**config.mk**
```make
export PLATFORM = sky130hd
export DESIGN_NAME = sflag_host
export DESIGN_NICKNAME = d
export VERILOG_FILES = /design/src/rtl/sflag_pkg.sv /design/src/rtl/sflag_host.sv
export VERILOG_INCLUDE_DIRS = /design/src /design/src/rtl
export SDC_FILE = /design/constraint.sdc
export NUM_CORES = 1
export LEC_CHECK = 0
export ABC_AREA = 1
export ABC_CLOCK_PERIOD_IN_PS = 2700
export BUFFER_PORTS_ARGS = -buffer_cell sky130_fd_sc_hd__buf_2
export CAP_MARGIN = 10
export CORE_ASPECT_RATIO = 1.4
export CORE_UTILIZATION = 49
export DETAILED_ROUTE_END_ITERATION = 7
export PLACE_DENSITY = 0.91
export SYNTH_ARGS = -nofsm -noshare
export SYNTH_HDL_FRONTEND = slang
export SYNTH_SLANG_ARGS = --single-unit
export TNS_END_PERCENT = 5
```
**constraint.sdc**
```tcl
create_clock -name sys_clk_in -period 2.7 [get_ports sys_clk_in]
set_clock_uncertainty 0.2 [all_clocks]
set_input_delay 0.27 -clock sys_clk_in [delete_from_list [all_inputs] [get_ports sys_clk_in]]
set_output_delay 0.27 -clock sys_clk_in [all_outputs]
set_load 0.03 [all_outputs]
```
**src/rtl/sflag_defines.svh**
```systemverilog
// Purpose: timing counts and field positions for the semaphore flag host controller
// Assumes: 10 MHz system clock (100 ns period)
// Notes:   definitions only
`ifndef SFLAG_DEFINES_SVH
`define SFLAG_DEFINES_SVH

// ****************************************
// timing
// ****************************************
`define SFLAG_CLK_PERIOD_NS   100
`define SFLAG_UPDATE_PULSE_NS 10
// least time rounds up, never below one cycle
`define SFLAG_UPDATE_CYC ((`SFLAG_UPDATE_PULSE_NS + `SFLAG_CLK_PERIOD_NS - 1) / `SFLAG_CLK_PERIOD_NS)
// write strobe width of one access, in cycles; the read strobe is two cycles longer
`define SFLAG_ACCESS_CYC 2

// ****************************************
// fields
// ****************************************
`define SFLAG_IDX_W  3
`define SFLAG_DATA_W 16
`define SFLAG_ADDR_W 16
`define SFLAG_FLAG_BIT 0

`endif

```
**src/rtl/sflag_pkg.sv**
```systemverilog
// Purpose: types of the semaphore flag host controller
// Assumes: sflag_defines.svh is on the include path
// Notes:   packed structs carry the pin group and the command
`include "sflag_defines.svh"
`default_nettype none

package sflag_pkg;

  // ****************************************
  // pin group toward the memory port
  // ****************************************
  typedef struct packed {
    logic                      chip_sel_n;
    logic                      rw_n;
    logic                      out_en_n;
    logic                      flag_bank_select_n;
    logic                      high_byte_select_n;
    logic                      low_byte_select_n;
    logic [`SFLAG_ADDR_W-1:0]  addr;
  } sflag_pins_t;

  // ****************************************
  // user command
  // ****************************************
  typedef struct packed {
    logic                      write;
    logic [`SFLAG_IDX_W-1:0]   idx;
    logic                      value;
  } sflag_cmd_t;

  typedef enum logic [4:0] {
    SF_IDLE  = 5'b00001,
    SF_WR    = 5'b00010,
    SF_RECOV = 5'b00100,
    SF_RD    = 5'b01000,
    SF_DONE  = 5'b10000
  } sflag_state_t;

endpackage : sflag_pkg

`default_nettype wire
```
**src/rtl/sflag_host.sv**
```systemverilog
// Purpose: host side controller that reads and claims the eight semaphore flags of a dual-port memory
// Assumes: device pins are asynchronous; read data passes a two-flop synchroniser
// Notes:   one access at a time; a write is always followed by a read-back of the same flag
//          ACCESS_CYC above 14 overflows the four-bit phase counter
//
// Behaviour
// - semaphore read: flag select low, rw high, oe low, port off, both bytes high.
// - semaphore write: flag select low, rw low, port off, bytes high; oe irrelevant.
// - host keeps oe or flag select inactive one update pulse between write and read.
// - busy matters only when the other port finishes a write; not for reads.
`include "sflag_defines.svh"
`default_nettype none

module sflag_host
  import sflag_pkg::*;
#(
  parameter int ACCESS_CYC = `SFLAG_ACCESS_CYC
) (
  // clock and reset
  input  wire  logic                     sys_clk_in,
  input  wire  logic                     rst_n_in,
  // user command side
  input  wire  logic                     cmd_valid_in,
  input  wire  sflag_cmd_t               cmd_in,
  output logic                           cmd_ready_out,
  output logic                           rsp_valid_out,
  output logic                           rsp_flag_out,
  output logic                           rsp_granted_out,
  // memory port pins
  output sflag_pins_t                    pins_out,
  input  wire  logic [`SFLAG_DATA_W-1:0] data_in,
  output logic [`SFLAG_DATA_W-1:0]       data_out,
  output logic                           data_oe_out
);

  localparam int RECOV_CYC = `SFLAG_UPDATE_CYC;
  localparam int CNT_W     = 4;

  sflag_state_t            state_r;
  logic [CNT_W-1:0]        cnt_r;
  sflag_cmd_t              cmd_r;
  logic [`SFLAG_DATA_W-1:0] sync1_r;
  logic [`SFLAG_DATA_W-1:0] sync2_r;
  logic                     step_done;

  // idle pins: port off, bytes off, flag bank off, read direction
  function automatic sflag_pins_t idle_pins();
    sflag_pins_t p;
    p                    = '0;
    p.chip_sel_n         = 1'b1;
    p.rw_n               = 1'b1;
    p.out_en_n           = 1'b1;
    p.flag_bank_select_n = 1'b1;
    p.high_byte_select_n = 1'b1;
    p.low_byte_select_n  = 1'b1;
    return p;
  endfunction : idle_pins

  // counter end test shared by every timed phase
  function automatic logic cnt_at(input logic [CNT_W-1:0] cnt, input int limit);
    return cnt == CNT_W'(limit);
  endfunction : cnt_at

  // flag value carried by a synchronised data word
  function automatic logic flag_of(input logic [`SFLAG_DATA_W-1:0] word);
    return word[`SFLAG_FLAG_BIT];
  endfunction : flag_of

  // ****************************************
  // input synchroniser
  // ****************************************
  // data pins are asynchronous; only the second flop is read
  always_ff @(posedge sys_clk_in or negedge rst_n_in) begin
    if (!rst_n_in) begin
      sync1_r <= 16'h0000;
      sync2_r <= 16'h0000;
    end else begin
      sync1_r <= data_in;
      sync2_r <= sync1_r;
    end
  end

  // ****************************************
  // command capture
  // ****************************************
  // latched once at take and held for the whole access, so a changing cmd_in cannot disturb it
  always_ff @(posedge sys_clk_in or negedge rst_n_in) begin
    if (!rst_n_in) begin
      cmd_r <= '0;
    end else if ((state_r == SF_IDLE) && cmd_valid_in) begin
      cmd_r <= cmd_in;
    end
  end

  // ****************************************
  // phase timing
  // ****************************************
  // end of the timed phase of the current state; untimed states end at once
  always_comb begin
    step_done = 1'b0;
    unique case (state_r)
      SF_IDLE:  step_done = 1'b1;
      SF_WR:    step_done = cnt_at(cnt_r, ACCESS_CYC - 1);
      SF_RECOV: step_done = cnt_at(cnt_r, RECOV_CYC - 1);
      SF_RD:    step_done = cnt_at(cnt_r, ACCESS_CYC + 1); // synchroniser latency plus the strobe
      SF_DONE:  step_done = 1'b1;
    endcase
  end

  // one counter serves every timed state and restarts whenever a phase ends
  always_ff @(posedge sys_clk_in or negedge rst_n_in) begin
    if (!rst_n_in) begin
      cnt_r <= '0;
    end else if (step_done) begin
      cnt_r <= '0;
    end else begin
      cnt_r <= cnt_r + 1'b1;
    end
  end

  // ****************************************
  // sequencer
  // ****************************************
  // a write holds its strobe ACCESS_CYC cycles, a read ACCESS_CYC + 2, so the synchroniser settles before sampling
  always_ff @(posedge sys_clk_in or negedge rst_n_in) begin
    if (!rst_n_in) begin
      state_r <= SF_IDLE;
    end else begin
      unique case (state_r)
        SF_IDLE: begin
          if (cmd_valid_in) begin
            state_r <= cmd_in.write ? SF_WR : SF_RD;
          end
        end
        SF_WR: begin
          if (step_done) begin
            state_r <= SF_RECOV;
          end
        end
        SF_RECOV: begin
          // flag select held high for the update pulse before read-back
          if (step_done) begin
            state_r <= SF_RD;
          end
        end
        SF_RD: begin
          if (step_done) begin
            state_r <= SF_DONE;
          end
        end
        SF_DONE: begin
          state_r <= SF_IDLE;
        end
      endcase
    end
  end

  // ****************************************
  // pin drive
  // ****************************************
  // port and both bytes stay deselected in every state, so flag select never meets a low byte select
  always_ff @(posedge sys_clk_in or negedge rst_n_in) begin
    if (!rst_n_in) begin
      pins_out <= idle_pins();
    end else begin
      pins_out      <= idle_pins();
      pins_out.addr <= {{(`SFLAG_ADDR_W-`SFLAG_IDX_W){1'b0}}, cmd_r.idx}; // flag index on low bits
      if (state_r == SF_WR) begin
        pins_out.flag_bank_select_n <= 1'b0;   // write strobe, oe left high
        pins_out.rw_n               <= 1'b0;
      end else if (state_r == SF_RD) begin
        pins_out.flag_bank_select_n <= 1'b0;   // read strobe
        pins_out.out_en_n           <= 1'b0;
      end
    end
  end

  // write data is driven only inside the write strobe, so it never fights the device's read drive
  always_ff @(posedge sys_clk_in or negedge rst_n_in) begin
    if (!rst_n_in) begin
      data_out    <= 16'h0000;
      data_oe_out <= 1'b0;
    end else begin
      data_out    <= 16'h0000;
      data_oe_out <= (state_r == SF_WR);
      if (state_r == SF_WR) begin
        data_out[`SFLAG_FLAG_BIT] <= cmd_r.value; // only bit zero carries the request
      end
    end
  end

  // ****************************************
  // response
  // ****************************************
  // bit zero is sampled; all lines carry the same flag so any bit would do
  // busy is not watched: flag reads never depend on it
  always_ff @(posedge sys_clk_in or negedge rst_n_in) begin
    if (!rst_n_in) begin
      rsp_valid_out   <= 1'b0;
      rsp_flag_out    <= 1'b0;
      rsp_granted_out <= 1'b0;
    end else begin
      rsp_valid_out <= (state_r == SF_DONE);
      if (state_r == SF_DONE) begin
        rsp_flag_out    <= flag_of(sync2_r);
        // claim written as 0 is won when read-back shows 0; one port only wins
        rsp_granted_out <= cmd_r.write && (flag_of(sync2_r) == cmd_r.value);
      end
    end
  end

  // ready is registered, falls on the edge that takes a command and rises one cycle after idle returns; a requester must hold valid until taken
  always_ff @(posedge sys_clk_in or negedge rst_n_in) begin
    if (!rst_n_in) begin
      cmd_ready_out <= 1'b0;
    end else begin
      cmd_ready_out <= (state_r == SF_IDLE) && !cmd_valid_in;
    end
  end

endmodule : sflag_host

`default_nettype wire

```
==> impl_metrics.csv, run 1 <==
group,metric,value,unit
routing,wirelength,2151,microns
clock_tree,clk_path_buf_depth,2,
cells_and_area,num_antenna_cells,0,
timing,finalCritPeriodShare,64.49,%
timing,slew_headroom,60.05,%
critical_path,required,2.73,ns
clock_tree,cts_hold_buf,7,
cells_and_area,drive_above_1_share,25.41,%
pwr,powerDensity,1166,nW/um^2
clock_tree,cts_max_level,1,
synthesis,ys_seq_area_share,49.52,%
cells_and_area,fin_cells,217,
clock_tree,post_cts_buffers,0,
clock_tree,clk_transition_reported_paths,0.14,ns
floorplanning,rows,22,
pwr,totalPowerFinal,1.829,mW
clock_tree,clock_latency,0.33,ns
routing,dr.pass1.iters,4,
cells_and_area,final_common_cell,"conb_1",
global_routing,grt_antenna_before_repair,0,
placed_design,routabilityCongestion,0.8289,
cells_and_area,nNetsFinal,208,
timing,rsz0062_at_grt,"no",
outcome,status,"completed",
clock_tree,clkSinkCount,28,
placed_design,postPlaceCellArea,1446,sq um
global_routing,met1_usage,18.99,%
routing,drc,0,
routing,wl_per_cell,9.912,microns
timing,drv_slew,0,
timing,worst_slack,0.9586,ns
global_routing,globalRouteMet2Util,28.77,%
synthesis,yosys_register_bits,28,
hold_path,hold_class,"in2reg",
pwr,power_leakage,0.8553,nW
clock_tree,root_buffer,"clkbuf_4",
clock_tree,numCtsBuffers,3,
critical_path,cp_max_fo,7,
routing,viasPerCell,4.369,
global_routing,grt.met3_usage,1.639,%
routing,initialDrtViolationCount,13,
floorplanning,die-width,47.58,microns
cells_and_area,fin_area,1569,sq um
global_routing,grt_pass1_vias,890,
timing,setup-tns-final,0,ns
critical_path,crit_type,"reg2reg",
cells_and_area,fin_util,58.16,%
placed_design,numPortBuffers,20,
flow_run,max-cap-violations,0,
global_routing,grt_usage,17.21,%
timing,finalSetupViolations,0,
cells_and_area,final_cell_mix,"31 x conb_1, 26 x nand2_1, 24 x dfrtp_1",
synthesis,postSynthCellCount,152,
synthesis,ys_warn_count,0,
floorplanning,die_area,3131,sq um
timing,worst_pin_slew,0.5993,ns
clock_tree,cts_tree,"built",
clock_tree,ctsResizeCount,0,
synthesis,synth.avg_cell_area,9.376,sq um
critical_path,critPathArrivalTime,1.77,ns
synthesis,syn-cell-area,1425,sq um
cells_and_area,area_delta_synth_final,10.10,%
synthesis,yosysUniqueCellTypes,22,
floorplanning,core,2698,sq um
pwr,ir_drop,0.5144,mV
timing,timing.hold.ws,0.08940,ns
global_routing,grt_busiest_layer,"met2",
routing,ant_nets,0,
timing,hold_viol,0,
placed_design,place_worst_setup_slack,0.9687,ns
floorplanning,io_pins,67,
floorplanning,initial_core_util,52.83,%
placed_design,hpwl,1589,microns
routing,vias,948,
placed_design,dp_cells,206,
critical_path,end_kind,"flop",
global_routing,overflow,0,
global_routing,grt_max_degree,29,
critical_path,start_kind,"flop",
timing,finalCriticalPeriod,1.741,ns
global_routing,grt_pass1_wl,3677,microns
floorplanning,die_h,65.81,microns
timing,fmax,574.3,MHz
## layer usage
layer  share of wire [%]  vias up
met5                   0        -
met4                 3.7        0
met3                 4.5        6
met2                  54       39
met1                  38      432
li1                    -      471
## final timing paths
check                                       end  depth (start not counted)  slack, ns                   start
max                        cmd_r[1]$_DFFE_PN0P_                          5       0.96  state_r[0]$_DFFE_PN1P_
min                        cmd_r[4]$_DFFE_PN0P_                          4       0.09               cmd_in[4]
max reg2reg                cmd_r[1]$_DFFE_PN0P_                          5       0.96  state_r[0]$_DFFE_PN1P_
min reg2reg                sync2_r[0]$_DFF_PN0_                          0       0.19    sync1_r[0]$_DFF_PN0_
max in group asynchronous  cmd_r[0]$_DFFE_PN0P_                          2       1.66                rst_n_in
min in group asynchronous    cnt_r[3]$_DFF_PN0_                          2       0.26                rst_n_in
## critical path, stage by stage, from the launching register on
cell and delay (ns):
dfstp_2 0.58, inv_1 0.07, nor2_1 0.11, nand3_2 0.12, nor2_4 0.20, mux2_2 0.36
## area by class of cell
cell class / count / area [sq um]
Inverter: 15 / 56.30
Clock inverter: 1 / 30.03
Fill cell: 264 / 1129
Clock buffer: 3 / 22.52
Sequential cell: 28 / 705.7
Multi-Input combinational cell: 107 / 539.3
Tap cell: 36 / 45.04
Timing Repair Buffer: 27 / 170.2
## cell families (layout without fill, tap and decap cells)
| family | Yosys count | after routing | synth area share, % |
|---|---|---|---|
| other | 2 | 31 | 0.5270 |
| AND/OR/NAND/NOR | 64 | 64 | 22.21 |
| AO/OA/AOI/OAI | 5 | 5 | 2.107 |
| multiplexers | 3 | 3 | 2.370 |
| buffers and inverters | 46 | 46 | 20.28 |
| flip-flops | 28 | 28 | 49.52 |
| XOR/XNOR | 2 | 2 | 1.229 |
| adder cells (fa/ha/maj) | 2 | 2 | 1.756 |
## synth_stat cells
cell type	n	area (sq um)
nand3_1	7	35.03
nand2_2	1	6.260
o21a_1	1	7.510
nand3_2	5	50.05
mux2_2	3	33.78
buf_4	31	232.7
ha_1	2	25.02
dfrtp_1	24	600.6
o31ai_1	1	7.510
xor2_1	1	8.760
nor2_2	5	31.28
nor3_1	1	5.000
dfstp_2	4	105.1
nand2_1	26	97.59
conb_1	2	7.510
inv_2	2	7.510
nor2_1	15	56.30
o21ai_0	3	15.01
nand4_1	2	12.51
xnor2_1	1	8.760
nor2_4	2	22.52
inv_1	13	48.80
## registers in the layout, summed over array words and instances, names as in the netlist
signal           flops
data_out             1
data_oe_out          1
pins_out             6
rsp_granted_out      1
cnt_r                4
cmd_ready_out        1
state_r              5
cmd_r                5
rsp_valid_out        1
rsp_flag_out         1
sync1_r              1
sync2_r              1
## power breakdown
part	internal (mW)	total [mW]	switching, mW
sequential	0.603	0.701	0.0979
combinational	0.265	0.855	0.590
clock	0.150	0.273	0.123
Power figures use the tool's default switching activity.
==> run 2: changes to the inputs <==
ABC_CLOCK_PERIOD_IN_PS = 1500   (was 2700)
CORE_UTILIZATION = 41   (was 49)
PLACE_DENSITY = 0.82   (was 0.91)
clock period = 1.5 ns   (was 2.7 ns; I/O delays follow)
==> run 2 against run 1 <==
  * Total power grew 120%
  * Maximum frequency grew 2.0%
  * Design area grew 16%
  * The run now ends with negative setup slack left
  * Register-to-register slack lost 1.2 ns
  * Utilization shrank 3.8 points
  * Critical path depth grew 3
  * Via count grew 12%
  * Non-clock buffer count grew 21
  * Setup slack lost 1.2 ns
==> impl_metrics.csv, run 2 (synthesis gave the netlist of run 1 again) <==
group,metric,value,unit
timing,drv_slew,0,
timing,worst_slack,-0.2079,ns
hold_path,hold_class,"in2reg",
global_routing,grt_usage,15.33,%
global_routing,grt_pass1_wl,4146,microns
routing,wl_per_cell,11.00,microns
timing,worst_pin_slew,0.6213,ns
timing,fmax,585.5,MHz
cells_and_area,reg_top3,"pins_out x6, cmd_r x5, state_r x5",
floorplanning,die-width,51.83,microns
flow_run,max-cap-violations,0,
critical_path,critPathArrivalTime,1.69,ns
clock_tree,clk_transition_reported_paths,0.10,ns
critical_path,cp_top_family,"simple AND/OR/NAND/NOR gates",
global_routing,grt_antenna_before_repair,0,
routing,vias,1060,
timing,finalCriticalPeriod,1.708,ns
placed_design,numPortBuffers,20,
pwr,ir_drop,0.9528,mV
timing,setup-tns-final,-1.820,ns
floorplanning,die_h,71.76,microns
routing,initialDrtViolationCount,12,
cells_and_area,drive_above_1_share,38.12,%
routing,viasPerCell,4.380,
cells_and_area,area_delta_synth_final,27.57,%
timing,finalSetupViolations,13,
placed_design,place_worst_setup_slack,-0.1510,ns
critical_path,crit_type,"reg2reg",
clock_tree,clk_path_buf_depth,2,
cells_and_area,final_common_cell,"conb_1",
timing,finalCritPeriodShare,113.9,%
placed_design,hpwl,1788,microns
floorplanning,die_area,3719,sq um
global_routing,grt_pass1_vias,1016,
cells_and_area,final_cell_mix,"31 x conb_1, 25 x nand2_1, 24 x dfrtp_1",
outcome,violations,"negative setup slack",
routing,wirelength,2663,microns
clock_tree,clock_latency,0.28,ns
critical_path,cpPeakStageDelay,0.54,ns
global_routing,grt_max_degree,29,
critical_path,path_buf_inv,1,
floorplanning,core,3347,sq um
cells_and_area,regArea,705.7,sq um
floorplanning,io_pins,67,
timing,hold_viol,0,
cells_and_area,nNetsFinal,229,
floorplanning,rows,25,
routing,ant_nets,0,
cells_and_area,multi_input_area,599.3,sq um
critical_path,worstPathCellList,"buf_4, nor2_4, nand3_4, nand2_1, nor2_4, nand3_2, nand3_1, nand2_1",
clock_tree,numCtsBuffers,3,
timing,slew_headroom,58.58,%
cells_and_area,regMostFlops,"pins_out",
cells_and_area,largest_reg_flops,6,
clock_tree,clkSinkCount,28,
critical_path,start_kind,"flop",
critical_path,required,1.48,ns
cells_and_area,fin_area,1818,sq um
timing,rsz0062_at_grt,"yes",
routing,drc,0,
critical_path,cp_max_fo,6,
pwr,totalPowerFinal,4.009,mW
placed_design,routabilityCongestion,0.8305,
clock_tree,cts_max_level,1,
outcome,status,"finished, violations left",
clock_tree,root_buffer,"clkbuf_8",
floorplanning,initial_core_util,42.58,%
critical_path,critPathSlowestCell,"dfstp_2",
cells_and_area,num-fill-cells,293,
clock_tree,cts_tree,"built",
cells_and_area,num_antenna_cells,0,
pwr,power_leakage,0.9768,nW
pwr,powerDensity,2205,nW/um^2
critical_path,end_kind,"flop",
placed_design,postPlaceCellArea,1594,sq um
routing,dr.pass1.iters,4,
global_routing,overflow,0,
run 2: metal layers:
metal	track usage, %	up-vias	part of all wire [%]
met1	15.46	508	34
met4	9.309	0	2.8
met3	2.548	7	4.1
li1	-	507	-
met5	0	-	0
met2	28.06	38	59
run 2: worst register-to-register path, cell delays in order, from the launching register on:
cell     delay, ns
dfstp_2       0.54
buf_4         0.11
nor2_4        0.06
nand3_4       0.11
nand2_1       0.12
nor2_4        0.18
nand3_2       0.14
nand3_1       0.10
nand2_1       0.05
run 2: repair_timing:
item,CTS,global route
hold endpoints to repair,30,0
hold buffers,7,0
resized for setup,5,13
endpoints found under the setup margin,14,16
buffers inserted,0,2
pin swaps,1,5
run 2: path summary, 6_finish.rpt:
kind	start	to	slack [ns]	cells after the start
max in group asynchronous	rst_n_in	cmd_r[4]$_DFFE_PN0P_	0.49	2
min in group asynchronous	rst_n_in	rsp_valid_out$_DFF_PN0_	0.21	2
worst min-delay path	cmd_in[4]	cmd_r[4]$_DFFE_PN0P_	0.009	4
worst min register to register	sync1_r[0]$_DFF_PN0_	sync2_r[0]$_DFF_PN0_	0.16	0
worst max register to register	state_r[0]$_DFFE_PN1P_	state_r[3]$_DFFE_PN0P_	-0.21	8
worst max-delay path	state_r[0]$_DFFE_PN1P_	state_r[3]$_DFFE_PN0P_	-0.21	8
run 2: power by group:
group	internal (mW)	leakage, nW	switching, mW
Sequential	1.09	0.346	0.146
Clock	0.358	0.0357	0.246
Combinational	0.854	0.595	1.32
run 2: cell type report:
type	instances	share of cell area [%]
Inverter	15	3.097
Clock inverter	1	1.652
Multi-Input combinational cell	107	32.97
Clock buffer	3	2.271
Sequential cell	28	38.82
Tap cell	40	2.753
Timing Repair Buffer	48	18.44
run 2: metrics by stage:
step	util, %	hold slack [ns]	instances
final	54.32	0.009252	242
after global routing	54.32	0.01478	242
after CTS	52.45	0.006764	240
after detailed placement	47.63	0.0001733	229
after global placement	47.63	-0.01032	229
after floorplan	-	-0.3456	181
